File: src/rtl/fcc_flash_regs.vh
`ifndef FCC_FLASH_REGS_VH
`define FCC_FLASH_REGS_VH

// ****************************************************************
// register byte offsets
// ****************************************************************
`define FCC_OFS_DIV        8'h00
`define FCC_OFS_PROT       8'h04
`define FCC_OFS_STAT       8'h08
`define FCC_OFS_CMD        8'h0C
`define FCC_OFS_ADDR       8'h10
`define FCC_OFS_DATA       8'h14
`define FCC_OFS_INT_STAT   8'h18
`define FCC_OFS_INT_MASK   8'h1C

// ****************************************************************
// field positions
// ****************************************************************
`define FCC_PROT_DIS_BIT   0
`define FCC_ST_CBEF_BIT    7
`define FCC_ST_CCF_BIT     6
`define FCC_ST_PVIOL_BIT   5
`define FCC_ST_ACCERR_BIT  4
`define FCC_ST_BLANK_BIT   2
`define FCC_INT_CCF_BIT    0
`define FCC_INT_PVIOL_BIT  1
`define FCC_INT_ACC_BIT    2

// ****************************************************************
// reset values
// ****************************************************************
`define FCC_RST_PROT       8'hFF
`define FCC_RST_DIV        7'h00
`define FCC_RST_CMD        8'h00
`define FCC_RST_MASK       3'h0

// ****************************************************************
// command codes
// ****************************************************************
`define FCC_BLANK_CHECK_CODE   8'h05
`define FCC_BYTE_PROGRAM_CODE  8'h20
`define FCC_BURST_PROGRAM_CODE 8'h25
`define FCC_PAGE_ERASE_CODE    8'h40
`define FCC_MASS_ERASE_CODE    8'h41
`define FCC_ERASED_BYTE        8'hFF

// ****************************************************************
// timing counts in divided flash clock ticks
// ****************************************************************
`define FCC_T_PROG_STD     16'h0009
`define FCC_T_PROG_BURST   16'h0004
`define FCC_T_PAGE_ERASE   16'h0FA0
`define FCC_T_MASS_ERASE   16'h4E20

`endif

File: src/rtl/fcc_flash_command_controller.v
// The AXI4-Lite interface to the registers and the address map were chosen for this implementation.
`timescale 1ns/100ps
`default_nettype none
`include "fcc_flash_regs.vh"

// Notes on behaviour
// (RL1) a burst chain gives its first byte the standard program time and each following sequential byte in the same row the burst time.
// (RL2) a sequential burst byte that opens a new row drops array high voltage for a cycle and takes the standard time.
// (RL3) with no burst command queued when the running one ends, the charge pump and array high voltage go off.
// (RL4) while protection is on, the 7-bit select field in bits 7:1 marks the top of the unprotected space and higher locations refuse program and erase.
// (RL5) protection bit 0 at one protects nothing, at zero the selected block is protected.
// (RL6) software launches by writing one to status bit 7, and the device sets the buffer free again when it hands a buffered burst to the array.
// (RL7) only burst program commands are buffered, and bit 7 reads one while another burst may be written and zero while the buffer is full.
// (RL8) status bit 6 is set while the buffer is empty and nothing runs, clears on a launch and ignores writes.
// (RL9) a launch aimed at a protected location sets status bit 5 and is dropped, and writing one clears that bit.
// (RL10) a broken sequence, a program or erase before the divider is set, or stop during a command sets status bit 4 and drops the command, cleared by writing one.
// (RL11) a blank check that finds every byte erased sets status bit 2, which clears on the next valid launch and ignores writes.
// (RL12) code 05 is blank check, 20 is byte program and 25 is burst program.
// (RL13) code 40 erases one 512-byte page and 41 erases the whole array.
// (RL14) every other command code is illegal and raises an access error.
// (RL15) software needs no blank check after a mass erase, only as part of unlocking security.
// (RL16) software writes address and data, then the command code, then launches.
module fcc_flash_command_controller
#(
  parameter ARRAY_BYTES = 8192,
  parameter ROW_BITS    = 6,
  parameter T_PAGE      = `FCC_T_PAGE_ERASE,
  parameter T_MASS      = `FCC_T_MASS_ERASE
)
(
  input  wire        i_clk_sys,
  input  wire        i_rst_b,
  input  wire [7:0]  i_awaddr,
  input  wire        i_awvalid,
  output reg         o_awready,
  input  wire [31:0] i_wdata,
  input  wire [3:0]  i_wstrb,
  input  wire        i_wvalid,
  output reg         o_wready,
  output reg  [1:0]  o_bresp,
  output reg         o_bvalid,
  input  wire        i_bready,
  input  wire [7:0]  i_araddr,
  input  wire        i_arvalid,
  output reg         o_arready,
  output reg  [31:0] o_rdata,
  output reg  [1:0]  o_rresp,
  output reg         o_rvalid,
  input  wire        i_rready,
  input  wire        i_stop_req,
  input  wire [7:0]  i_array_rdata,
  output reg  [15:0] o_array_addr,
  output reg  [7:0]  o_array_wdata,
  output reg         o_array_prog,
  output reg         o_array_erase,
  output reg         o_array_mass,
  output reg         o_hv_on,
  output reg         o_pump_on,
  output reg         o_irq
);

  // ****************************************************************
  // states
  // ****************************************************************
  localparam ST_IDLE  = 2'd0;
  localparam ST_RUN   = 2'd1;
  localparam ST_GAP   = 2'd2;
  localparam ST_BLANK = 2'd3;
  localparam [15:0] T_STD   = `FCC_T_PROG_STD;
  localparam [15:0] T_BURST = `FCC_T_PROG_BURST;
  localparam integer LAST_I = ARRAY_BYTES - 1;
  localparam [15:0] LAST_A  = LAST_I[15:0];

  reg  [6:0]  div_reg;
  reg         div_init_reg;
  reg  [6:0]  div_cnt_reg;
  reg         tick_reg;
  reg  [7:0]  prot_reg;
  reg  [7:0]  cmd_reg;
  reg         cmd_wr_reg;
  reg  [15:0] addr_reg;
  reg  [7:0]  data_reg;
  reg         cbef_reg;
  reg         ccf_reg;
  reg         pviol_reg;
  reg         accerr_reg;
  reg         blank_reg;
  reg         buf_valid_reg;
  reg  [15:0] buf_addr_reg;
  reg  [7:0]  buf_data_reg;
  reg  [1:0]  state_reg;
  reg  [7:0]  act_cmd_reg;
  reg  [15:0] timer_reg;
  reg         scan_pend_reg;
  reg         scan_last_reg;
  reg         scan_ok_reg;
  reg  [2:0]  int_stat_reg;
  reg  [2:0]  int_mask_reg;
  reg  [7:0]  rd_val;

  // ****************************************************************
  // bus strobes and launch checks
  // ****************************************************************
  wire       wr_do  = o_awready & i_awvalid & i_wvalid;
  wire       we     = wr_do & i_wstrb[0];
  wire [7:0] wd     = i_wdata[7:0];
  wire       rd_do  = o_arready & i_arvalid;
  wire       idle   = (state_reg == ST_IDLE);
  wire       w_stat = we & (i_awaddr == `FCC_OFS_STAT);
  wire       w_seq  = we & ((i_awaddr == `FCC_OFS_CMD) |
                (i_awaddr == `FCC_OFS_ADDR) | (i_awaddr == `FCC_OFS_DATA));
  wire       launch = w_stat & wd[`FCC_ST_CBEF_BIT] & cbef_reg; // RL6
  wire       is_blank = (cmd_reg == `FCC_BLANK_CHECK_CODE);    // RL12
  wire       is_byte  = (cmd_reg == `FCC_BYTE_PROGRAM_CODE);   // RL12
  wire       is_burst = (cmd_reg == `FCC_BURST_PROGRAM_CODE);  // RL12
  wire       is_page  = (cmd_reg == `FCC_PAGE_ERASE_CODE);     // RL13
  wire       is_mass  = (cmd_reg == `FCC_MASS_ERASE_CODE);     // RL13
  wire       legal  = is_blank | is_byte | is_burst | is_page | is_mass;
  wire       prot_on = ~prot_reg[`FCC_PROT_DIS_BIT];           // RL5
  wire       prot_hit = prot_on & ~is_blank &
                        (is_mass | (addr_reg[15:9] > prot_reg[7:1])); // RL4
  wire       can_queue = (act_cmd_reg == `FCC_BURST_PROGRAM_CODE) &
                         is_burst & ~buf_valid_reg & ~idle;    // RL7
  wire       bad_acc = ~cmd_wr_reg | ~legal |                  // RL14
                       (~is_blank & ~div_init_reg) |
                       (~idle & ~can_queue);                   // RL10
  wire       set_acc = (launch & bad_acc) | (w_seq & ~cbef_reg) |
                       (i_stop_req & ~idle);                   // RL10
  wire       set_pv  = launch & ~bad_acc & prot_hit;           // RL9
  wire       go      = launch & ~bad_acc & ~prot_hit;
  wire       run_end = (state_reg == ST_RUN) & tick_reg &
                       (timer_reg == 16'h0001);
  wire [15:0] nxt_a  = o_array_addr + 16'h0001;
  // a burst queued on the very edge the running byte ends still chains
  wire       q_take  = go & ~idle;
  wire       q_valid = buf_valid_reg | q_take;
  wire [15:0] q_addr = buf_valid_reg ? buf_addr_reg : addr_reg;
  wire [7:0]  q_data = buf_valid_reg ? buf_data_reg : data_reg;
  wire       seq_nxt = (q_addr == nxt_a);
  wire       new_row = (q_addr[ROW_BITS-1:0] == {ROW_BITS{1'b0}});
  wire       blank_end = scan_pend_reg & scan_last_reg;
  wire       ccf_next = cbef_reg & idle & ~launch & ~go;       // RL8
  wire [2:0] int_ev = {set_acc, set_pv, ccf_next & ~ccf_reg};

  // ****************************************************************
  // flash clock divider
  // ****************************************************************
  always @(posedge i_clk_sys)
  begin
    if (!i_rst_b)
    begin
      div_cnt_reg <= 7'h00;
      tick_reg    <= 1'b0;
    end
    else if (div_cnt_reg >= div_reg)
    begin
      div_cnt_reg <= 7'h00;
      tick_reg    <= 1'b1;
    end
    else
    begin
      div_cnt_reg <= div_cnt_reg + 7'h01;
      tick_reg    <= 1'b0;
    end
  end

  // ****************************************************************
  // software registers and status flags
  // ****************************************************************
  always @(posedge i_clk_sys)
  begin
    if (!i_rst_b)
    begin
      div_reg      <= `FCC_RST_DIV;
      div_init_reg <= 1'b0;
      prot_reg     <= `FCC_RST_PROT;
      cmd_reg      <= `FCC_RST_CMD;
      cmd_wr_reg   <= 1'b0;
      addr_reg     <= 16'h0000;
      data_reg     <= 8'h00;
      pviol_reg    <= 1'b0;
      accerr_reg   <= 1'b0;
      ccf_reg      <= 1'b1;
      int_stat_reg <= 3'h0;
      int_mask_reg <= `FCC_RST_MASK;
      o_irq        <= 1'b0;
    end
    else
    begin
      if (we && i_awaddr == `FCC_OFS_DIV && !div_init_reg)
      begin
        div_reg      <= wd[6:0];
        div_init_reg <= 1'b1;
      end
      if (we && i_awaddr == `FCC_OFS_PROT)
        prot_reg <= wd;
      if (w_seq && cbef_reg)
      begin
        if (i_awaddr == `FCC_OFS_CMD)
        begin
          cmd_reg    <= wd;
          cmd_wr_reg <= 1'b1;
        end
        if (i_awaddr == `FCC_OFS_ADDR)
          addr_reg <= i_wdata[15:0];
        if (i_awaddr == `FCC_OFS_DATA)
          data_reg <= wd;
      end
      if (launch)
        cmd_wr_reg <= 1'b0;
      if (set_pv)
        pviol_reg <= 1'b1;                                     // RL9
      else if (w_stat && wd[`FCC_ST_PVIOL_BIT])
        pviol_reg <= 1'b0;
      if (set_acc)
        accerr_reg <= 1'b1;                                    // RL10
      else if (w_stat && wd[`FCC_ST_ACCERR_BIT])
        accerr_reg <= 1'b0;
      ccf_reg <= ccf_next;                                     // RL8
      if (we && i_awaddr == `FCC_OFS_INT_MASK)
        int_mask_reg <= wd[2:0];
      if (we && i_awaddr == `FCC_OFS_INT_STAT)
        int_stat_reg <= (int_stat_reg & ~wd[2:0]) | int_ev;
      else
        int_stat_reg <= int_stat_reg | int_ev;
      o_irq <= |(int_stat_reg & int_mask_reg);
    end
  end

  // ****************************************************************
  // command sequencer
  // ****************************************************************
  always @(posedge i_clk_sys)
  begin
    if (!i_rst_b)
    begin
      state_reg     <= ST_IDLE;
      act_cmd_reg   <= 8'h00;
      timer_reg     <= 16'h0000;
      cbef_reg      <= 1'b1;
      blank_reg     <= 1'b0;
      buf_valid_reg <= 1'b0;
      buf_addr_reg  <= 16'h0000;
      buf_data_reg  <= 8'h00;
      scan_pend_reg <= 1'b0;
      scan_last_reg <= 1'b0;
      scan_ok_reg   <= 1'b1;
      o_array_addr  <= 16'h0000;
      o_array_wdata <= 8'h00;
      o_array_prog  <= 1'b0;
      o_array_erase <= 1'b0;
      o_array_mass  <= 1'b0;
      o_hv_on       <= 1'b0;
      o_pump_on     <= 1'b0;
    end
    else if (i_stop_req && !idle)
    begin
      state_reg     <= ST_IDLE;
      cbef_reg      <= 1'b1;
      buf_valid_reg <= 1'b0;
      scan_pend_reg <= 1'b0;
      o_array_prog  <= 1'b0;
      o_array_erase <= 1'b0;
      o_array_mass  <= 1'b0;
      o_hv_on       <= 1'b0;
      o_pump_on     <= 1'b0;
    end
    else
    begin
      if (go)
        blank_reg <= 1'b0;                                     // RL11
      if (go && idle)
      begin
        act_cmd_reg   <= cmd_reg;
        o_array_addr  <= is_blank ? 16'h0000 : addr_reg;
        o_array_wdata <= data_reg;
        scan_ok_reg   <= 1'b1;
        scan_pend_reg <= 1'b0;
        scan_last_reg <= 1'b0;
        if (is_blank)
          state_reg <= ST_BLANK;
        else
        begin
          state_reg     <= ST_RUN;
          o_array_prog  <= is_byte | is_burst;
          o_array_erase <= is_page;
          o_array_mass  <= is_mass;
          o_hv_on       <= 1'b1;
          o_pump_on     <= 1'b1;
          timer_reg     <= is_page ? T_PAGE[15:0] :
                           is_mass ? T_MASS[15:0] : T_STD;     // RL1
        end
      end
      else if (go)
      begin
        cbef_reg      <= 1'b0;                                 // RL7
        buf_valid_reg <= 1'b1;
        buf_addr_reg  <= addr_reg;
        buf_data_reg  <= data_reg;
      end
      case (state_reg)
        ST_RUN:
        begin
          if (tick_reg && timer_reg != 16'h0001)
            timer_reg <= timer_reg - 16'h0001;
          if (run_end && q_valid)
          begin
            buf_valid_reg <= 1'b0;
            cbef_reg      <= 1'b1;                             // RL6
            o_array_addr  <= q_addr;
            o_array_wdata <= q_data;
            if (seq_nxt && !new_row)
              timer_reg <= T_BURST;                            // RL1
            else
              timer_reg <= T_STD;                              // RL1
            if (seq_nxt && new_row)
            begin
              o_hv_on   <= 1'b0;                               // RL2
              o_array_prog <= 1'b0;
              state_reg <= ST_GAP;
            end
          end
          else if (run_end)
          begin
            state_reg     <= ST_IDLE;
            o_array_prog  <= 1'b0;
            o_array_erase <= 1'b0;
            o_array_mass  <= 1'b0;
            o_hv_on       <= 1'b0;                             // RL3
            o_pump_on     <= 1'b0;                             // RL3
          end
        end
        ST_GAP:
        begin
          o_hv_on      <= 1'b1;                                // RL2
          o_array_prog <= 1'b1;
          state_reg    <= ST_RUN;
        end
        ST_BLANK:
        begin
          scan_pend_reg <= ~blank_end;
          scan_last_reg <= (o_array_addr == LAST_A);
          if (o_array_addr != LAST_A)
            o_array_addr <= nxt_a;
          if (scan_pend_reg && i_array_rdata != `FCC_ERASED_BYTE)
            scan_ok_reg <= 1'b0;
          if (blank_end)
          begin
            state_reg <= ST_IDLE;
            blank_reg <= scan_ok_reg &
                         (i_array_rdata == `FCC_ERASED_BYTE);  // RL11
          end
        end
        default:
        begin
        end
      endcase
    end
  end

  // ****************************************************************
  // read mux
  // ****************************************************************
  always @*
  begin
    rd_val = 8'h00;
    case (i_araddr)
      `FCC_OFS_DIV:      rd_val = {div_init_reg, div_reg};
      `FCC_OFS_PROT:     rd_val = prot_reg;
      `FCC_OFS_STAT:     rd_val = {cbef_reg, ccf_reg, pviol_reg,
                                   accerr_reg, 1'b0, blank_reg, 2'b00};
      `FCC_OFS_CMD:      rd_val = cmd_reg;
      `FCC_OFS_ADDR:     rd_val = addr_reg[7:0];
      `FCC_OFS_DATA:     rd_val = data_reg;
      `FCC_OFS_INT_STAT: rd_val = {5'h00, int_stat_reg};
      `FCC_OFS_INT_MASK: rd_val = {5'h00, int_mask_reg};
      default:           rd_val = 8'h00;
    endcase
  end

  function mapped;
    input [7:0] a;
    begin
      mapped = (a[1:0] == 2'b00) && (a <= `FCC_OFS_INT_MASK);
    end
  endfunction

  // ****************************************************************
  // axi4-lite handshakes
  // ****************************************************************
  always @(posedge i_clk_sys)
  begin
    if (!i_rst_b)
    begin
      o_awready <= 1'b0;
      o_wready  <= 1'b0;
      o_bvalid  <= 1'b0;
      o_bresp   <= 2'b00;
      o_arready <= 1'b0;
      o_rvalid  <= 1'b0;
      o_rresp   <= 2'b00;
      o_rdata   <= 32'h00000000;
    end
    else
    begin
      o_awready <= i_awvalid & i_wvalid & ~o_bvalid & ~o_awready;
      o_wready  <= i_awvalid & i_wvalid & ~o_bvalid & ~o_awready;
      if (wr_do)
      begin
        o_bvalid <= 1'b1;
        o_bresp  <= mapped(i_awaddr) ? 2'b00 : 2'b10;
      end
      else if (i_bready)
        o_bvalid <= 1'b0;
      o_arready <= i_arvalid & ~o_rvalid & ~o_arready;
      if (rd_do)
      begin
        o_rvalid <= 1'b1;
        o_rresp  <= mapped(i_araddr) ? 2'b00 : 2'b10;
        if (i_araddr == `FCC_OFS_ADDR)
          o_rdata <= {16'h0000, addr_reg};
        else
          o_rdata <= {24'h000000, rd_val};
      end
      else if (i_rready)
        o_rvalid <= 1'b0;
    end
  end

endmodule
`default_nettype wire

File: config.mk
export PLATFORM = sky130hd
export DESIGN_NAME = fcc_flash_command_controller
export DESIGN_NICKNAME = d
export VERILOG_FILES = /design/src/rtl/fcc_flash_command_controller.v
export VERILOG_INCLUDE_DIRS = /design/src /design/src/rtl
export SDC_FILE = /design/constraint.sdc
export NUM_CORES = 1
export LEC_CHECK = 0
export BUFFER_PORTS_ARGS = -buffer_cell sky130_fd_sc_hd__buf_4
export CAP_MARGIN = 0
export CORE_ASPECT_RATIO = 1.25
export CORE_UTILIZATION = 43
export CTS_CLUSTER_SIZE = 25
export DETAILED_ROUTE_END_ITERATION = 8
export PLACE_DENSITY = 0.64
export SYNTH_ARGS = -nofsm -noshare
export SYNTH_HDL_FRONTEND = slang
export SYNTH_SLANG_ARGS = --single-unit
File: constraint.sdc
create_clock -name i_clk_sys -period 3.5 [get_ports i_clk_sys]
set_input_delay 0.175 -clock i_clk_sys [delete_from_list [all_inputs] [get_ports i_clk_sys]]
set_output_delay 0.175 -clock i_clk_sys [all_outputs]
set_load 0.005 [all_outputs]
==> results_dict.tcl, run 1 <==
set metrics [dict create \
    crit_path_max_fanout 8 \
    grt_antenna_before_repair 0 \
    synth.cell_area_um2 9680 \
    grt_pass1_wl_um 45000 \
    floorplan.die.height_um 170 \
    first_global_vias 8481 \
    worstSetupEndpointType "register" \
    synth_compound_area_share_pct 20.3 \
    worstSetupStartpointType "register" \
    relSlewSlack_pct 42.7 \
    final_nets 1346 \
    fin_ws_ns 0.237 \
    async_reset_ff_share_pct 0 \
    synthSimpleGateAreaFrac_pct 23.4 \
    synth_adder_area_share_pct 2.84 \
    synth_top_family_by_area "simple AND/OR/NAND/NOR gates" \
    fp.dieW_um 136 \
    final_period_minus_worst_setup_slack_ns 3.26 \
    buffer_ports.inserted 101 \
    timing.final.setup_violations 0 \
    routabilityCongestion 0.892 \
    antenna-diode-count 0 \
    timing.critical_path.arrival_ns 3.59 \
    timing.critical_path.slowest_cell_delay_ns 0.67 \
    numClockSinks 174 \
    cts.root.buffer_cell "clkbuf_16" \
    worstSetupPathType "register to register" \
    tritoncts.num_buffers 17 \
    design_area_um2 11400 \
    finClkSkew_ns 0.00863 \
    final_core_density_pct 51.4 \
    vdd_drop_max_mv 0.297 \
    route.final.wire_length_um 28100 \
    max_slew.worst_pin.slew_ns 0.859 \
    postSynth.topFlopCell "dfxtp_1" \
    cts_tree "done" \
    worstPathRequired_ns 3.83 \
    p_per_area_nw_per_um2 361 \
    largest_net_degree_at_the_start_of_global_routing 111 \
    synthCells 1164 \
    timing.critical_path.max_delay_family "compound AO/OA/AOI/OAI gates" \
    route.antenna.remaining_nets 0 \
    clock.fmax_mhz 306 \
    vias_per_cell 5.79 \
    crit_chain "nand3_1, nor4_1, xor2_1, xnor2_1, a2111oi_1, buf_4, nand4_1, a21bo_2, a32o_1" \
    grt.total_usage_pct 24.8 \
    std_cell_rows 61 \
    fraction_of_synthesized_cell_area_taken_by_the_top_area_cell_type_pct 36.0 \
    cts_htree_levels 4 \
    placed_instance_area_um2 10700 \
    clock_path_buffers 2 \
    clock_latency_at_the_later_pin_of_the_worst_skew_pair_ns 0.43 \
    io-pin-count 139 \
    total_die_area_um2 23100 \
    dpl_worst_slack_ns 0.0590 \
    clkSlewWorstSetupHoldPaths_ns 0.07 \
    syn_to_final_growth_pct 17.4 \
    fin_tns_setup_ns 0 \
    avgRoutedWirePerCell_um 18.1 \
    leading_cell_type_in_the_layout_fill_and_taps_excluded "dfxtp_1" \
    timing.final.crit_share_pct 93.2 \
    drt_first_iter_violations 699 \
    min_path_type "primary input to register" \
    coreArea_um2 22100 \
    ys_ff_latch 174 \
    dp.final_hpwl_um 20100 \
    rsz0062_at_grt "false" \
    static-leakage-power_nw 4.51 \
    syn_avg_cell_area_um2 8.32 \
    netlist-cell-type-count 80 \
    mostFrequentLayoutCells "174 x dfxtp_1, 137 x buf_4, 121 x nand2_1" \
    ys_warn_count 0 \
    drive_above_1_share_pct 18.8 \
    grt_overflow_total 0 \
    synth.top_cells.by_area "dfxtp_1 36%, mux2i_1 6.9%, nand2_1 4.7%" \
    final_max_slew_viols 0 \
    count_of_flip_flops_with_a_built_in_enable_after_synthesis 0 \
    yosysTopAreaCell "dfxtp_1" \
    detail_route.first_pass.iterations 7 \
    critPathBufInv 1 \
    worst_hold_margin_ns 0.00701 \
    detailroute.via_count 8980 \
    post_synth_mux_area_share_pct 7.62 \
    remaining_drc_errors 2 \
    run_status "finished, violations left" \
    count_of_endpoints_failing_hold_in_the_final_timing_report 0 \
    timing.critical_path.slowest_stage_cell "a2111oi_1" \
    yosysSeqAreaShare_pct 36.0 \
    timing.max_cap.violations 0 \
    violations "DRC" \
    synthXorXnorAreaFrac_pct 3.80 \
    start_util_pct 43.8 \
]
==> stage by stage <==
stage | instances | power, mW
global placement | 1513 | 2.22
floorplan | 1181 | 2.14
finish | 1552 | 4.10
detailed placement | 1513 | 2.22
global route | 1552 | 4.22
CTS | 1552 | 4.13
==> final cells by class <==
class	count	area, um2
Clock buffer	18	439
Clock inverter	14	150
Fill cell	2179	10800
Inverter	30	115
Multi-Input combinational cell	887	5690
Sequential cell	174	3480
Tap cell	283	354
Timing Repair Buffer	146	1140
==> final timing paths <==
check | start | end | slack, ns | depth (start not counted)
max | o_array_addr[3] | timer_reg[3] | 0.24 | 9
min | i_wdata[10] | addr_reg[10] | 0.007 | 3
max reg2reg | o_array_addr[3] | timer_reg[3] | 0.24 | 9
min reg2reg | o_bvalid | o_wready | 0.45 | 1
==> report_power, final <==
group / switching (mW) / leakage [nW] / internal [mW]
clock: 0.894 / 0.288 / 1.03
sequential: 0.00459 / 1.40 / 1.98
combinational: 0.114 / 2.82 / 0.0745
==> cells by family after synthesis <==
kind of cell | count (synthesis)
and+or+nand+nor | 452
AOI/OAI and AO/OA | 281
DFF | 174
buffers and inverters | 120
muxes | 72
xor gates and xnor gates | 42
adders and majority gates | 22
other | 1
==> synthesized netlist by cell type, drive strengths merged, types with 7 or more instances <==
cell type and n:
dfxtp 174, nand2 141, nor2 116, a21oi 92, mux2i 67, clkbuf 58, nand3 49, o21ai 43
buf 32, nor3 32, inv 29, xnor2 28, a22oi 27, nand4 24, ha 22, o211a 16
a31oi 14, o221ai 14, xor2 14, and3 13, nor4 12, and2 11, nor2b 10, or3 10
a211oi 9, and4 9, a21o 8, o211ai 8, nand2b 7, o22ai 7
==> tightest hold or removal path, stage by stage <==
cell	delay, ns
buf_4	0.09
mux2i_1	0.06
nor2_1	0.07
==> per-layer routing <==
metal  routed length [um]  GRT usage (%)  share of wire, %  vias to the layer above
met2                13600           41.8                48                      259
met5                    0              0                 0                        -
met3                 1210           3.35               4.3                       58
li1                     -              -                 -                     4371
met4                  847           9.66               3.0                        0
met1                12500           31.8                44                     4292
==> repair_timing <==
| action | in CTS | in global routing |
|---|---|---|
| setup buffers | 0 | 0 |
| endpoints found under the hold margin | 6 | 0 |
| gates resized for setup | 0 | 1 |
| endpoints found under the setup margin | 0 | 10 |
| hold buffers | 7 | 0 |
No activity file was read; power rests on OpenSTA's default activity.
==> run 2: changes to the inputs <==
--- a/config.mk
+++ b/config.mk
@@ -6,6 +6,7 @@
 export SDC_FILE = /design/constraint.sdc
 export NUM_CORES = 1
 export LEC_CHECK = 0
+export ABC_AREA = 1
 export BUFFER_PORTS_ARGS = -buffer_cell sky130_fd_sc_hd__buf_4
 export CAP_MARGIN = 0
 export CORE_ASPECT_RATIO = 1.25
==> run 2 against run 1 <==
  * The run still ends with DRC left
  * Synthesized area is 4.0% higher
  * Worst setup slack better by 0.51 ns
  * Routed wire length is 2.8% higher
  * Sequential cell count stayed put
  * Combinational power hardly changed
  * Die area is 3.9% higher
  * Worst hold slack better by 0.0074 ns
  * Sequential power hardly changed
  * Register-to-register slack better by 0.51 ns
  * Global-route usage is 0.19 points lower
  * Non-clock buffer count is 28 lower
  * Largest cell class unchanged
==> results_dict.tcl, run 2 <==
set metrics [dict create \
    swShare_pct 22.9 \
    grt_pass1_wl_um 47100 \
    critical_path.most_common_cell "inv_1" \
    vdd_drop_max_mv 0.369 \
    timing.critical_path.slowest_cell_delay_ns 0.77 \
    cts_resized 0 \
    first_global_vias 9109 \
    rsz0062_at_grt "false" \
    max_slew.worst_pin.slew_ns 1.02 \
    violations "DRC" \
    postSynth.topFlopCell "dfxtp_1" \
    clock_path_buffers 2 \
    io-pin-count 139 \
    detail_route.first_pass.iterations 7 \
    power.sequential.fraction_pct 47.8 \
    synthMostInstantiatedCell "nand2_1" \
    worst_hold_margin_ns 0.0144 \
    routabilityCongestion 0.911 \
    avgRoutedWirePerCell_um 15.5 \
    grtUsageMet3_pct 3.68 \
    timing.critical_path.arrival_ns 3.09 \
    count_of_flip_flops_with_a_built_in_enable_after_synthesis 0 \
    grt_antenna_before_repair 0 \
    final_nets 1654 \
    p_per_area_nw_per_um2 362 \
    worstSetupEndpointType "register" \
    flop_to_flop_setup_slack_ns 0.74 \
    worstSetupPathType "register to register" \
    cts.root.buffer_cell "clkbuf_16" \
    std_cell_rows 62 \
    start_util_pct 43.9 \
    remaining_drc_errors 4 \
    fin_ws_ns 0.743 \
    antenna-diode-count 0 \
    clock_power_share_pct 47.6 \
    min_path_type "primary input to register" \
    yosysTopAreaCell "dfxtp_1" \
    hold_start "i_wdata[15]" \
    post-place-cells 1829 \
    count_of_endpoints_failing_hold_in_the_final_timing_report 0 \
    internal_power_mw 3.22 \
    clock_latency_at_the_later_pin_of_the_worst_skew_pair_ns 0.45 \
    yosysSeqAreaShare_pct 34.6 \
    largest_net_degree_at_the_start_of_global_routing 89 \
    coreArea_um2 23000 \
    synth.top_cells.by_area "dfxtp_1 35%, nand2_1 9.7%, o21ai_0 9.2%" \
    worstSetupStartpointType "register" \
    vias_per_cell 5.32 \
    leading_cell_type_in_the_layout_fill_and_taps_excluded "nand2_1" \
    timing.final.crit_share_pct 78.8 \
    final_max_slew_viols 0 \
    grt_util_met2_pct 41.9 \
    synth.cell_area_um2 10100 \
    fraction_of_synthesized_cell_area_taken_by_the_top_area_cell_type_pct 34.6 \
    ys_warn_count 0 \
    psw_mw 0.958 \
    crit_startpoint "timer_reg[1]" \
    buffer_ports.inserted 101 \
    grt_use_met1_pct 30.9 \
    r2r-start "timer_reg[1]" \
    worstPathRequired_ns 3.83 \
    finClkSkew_ns 0.0108 \
    final_core_density_pct 50.3 \
    post_layout_nonfiller_instances 1865 \
    total_die_area_um2 24000 \
    tritoncts.num_buffers 17 \
    drt_first_iter_violations 810 \
    syn_avg_cell_area_um2 6.74 \
    final_period_minus_worst_setup_slack_ns 2.76 \
    grt.busiest_layer "met2" \
    clkSlewWorstSetupHoldPaths_ns 0.07 \
    grt.total_usage_pct 24.6 \
    fin_tns_setup_ns 0 \
    comb_power_share_pct 4.6 \
    dpl_worst_slack_ns 0.778 \
    timing.max_cap.violations 0 \
    ys_ff_latch 174 \
    detailroute.via_count 9922 \
    syn_to_final_growth_pct 14.6 \
    run_status "finished, violations left" \
    timing.final.setup_violations 0 \
    cts_htree_levels 4 \
    timing.critical_path.slowest_stage_cell "nor2_1" \
    route.antenna.remaining_nets 0 \
    synth_commonest_cells "259 x nand2_1, 212 x inv_1, 186 x o21ai_0" \
    floorplan.die.height_um 173 \
    netlist-cell-type-count 53 \
    drive_above_1_share_pct 12.0 \
    relSlewSlack_pct 31.4 \
    numClockSinks 174 \
    crit_path_max_fanout 16 \
    mostFrequentLayoutCells "259 x nand2_1, 212 x inv_1, 186 x o21ai_0" \
    crit_chain "inv_1, ha_1, nand2_1, inv_1, nand3_1, nor4_2, nor2_1, inv_1, o31ai_1, o21a_1, nor2_1" \
    fp.dieW_um 139 \
    dp.final_hpwl_um 21000 \
    async_reset_ff_share_pct 0 \
    synthCells 1495 \
    route.final.wire_length_um 28900 \
    grt_overflow_total 0 \
    cts_tree "done" \
    static-leakage-power_nw 4.86 \
    clock.fmax_mhz 363 \
]
run 2: repair_timing:
| item | in CTS | in global routing |
|---|---|---|
| endpoints found under the hold margin | 4 | 0 |
| buffers inserted | 0 | 0 |
| hold buffers | 4 | 0 |
run 2: power by group through the flow:
stage | sequential [mW] | combinational (mW) | clock, mW
floorplan | 2.04 | 0.105 | 0
global placement | 2.04 | 0.185 | 0
detailed placement | 2.04 | 0.186 | 0
CTS | 2.00 | 0.190 | 2.02
global route | 2.00 | 0.212 | 2.09
finish | 2.00 | 0.191 | 1.99
run 2: per-stage QoR:
| step | total power [mW] | instance area [um2] |
|---|---|---|
| after detailed placement | 2.23 | 10900 |
| after global placement | 2.23 | 10900 |
| after global routing | 4.30 | 11500 |
| final | 4.18 | 11500 |
| after CTS | 4.21 | 11500 |
| after floorplan | 2.15 | 10100 |
run 2: final timing paths:
check	endpoint	cells after the start
min reg2reg	act_cmd_reg[4]	2
max	timer_reg[9]	11
min	addr_reg[15]	3
max reg2reg	timer_reg[9]	11
run 2: area by class of cell:
type                       count  area (um2)
timing repair buffer         118         896
fill                        2375       11400
multi-input combinational   1028        5360
inverter                     225         846
sequential                   174        3480
tap                          288         360
clock buffer                  20         457
clock inverter                12         141
run 2: kinds of logic after synthesis:
logic type               count (synthesis)  share of synthesized area (%)
XOR/XNOR                                19                           1.79
flip-flops                             174                           34.6
AO/OA/AOI/OAI                          448                           24.7
other                                    1                         0.0372
buffers and inverters                  310                           12.8
adder cells (fa/ha/maj)                 22                           2.73
AND/OR/NAND/NOR                        521                           23.3
run 2: layer usage:
| metal | routed length, um | up-vias |
|---|---|---|
| li1 | - | 5055 |
| met1 | 12800 | 4503 |
| met2 | 13700 | 295 |
| met3 | 1330 | 69 |
| met4 | 1080 | 0 |
| met5 | 0 | - |
run 2: critical path: cells and delay by family (launching register included):
family / cells / cell delay, ns
flip-flops: 1 / 0.36
AND/OR/NAND/NOR: 5 / 1.01
AO/OA/AOI/OAI: 2 / 0.49
buffers and inverters: 3 / 0.58
adder cells (fa/ha/maj): 1 / 0.20
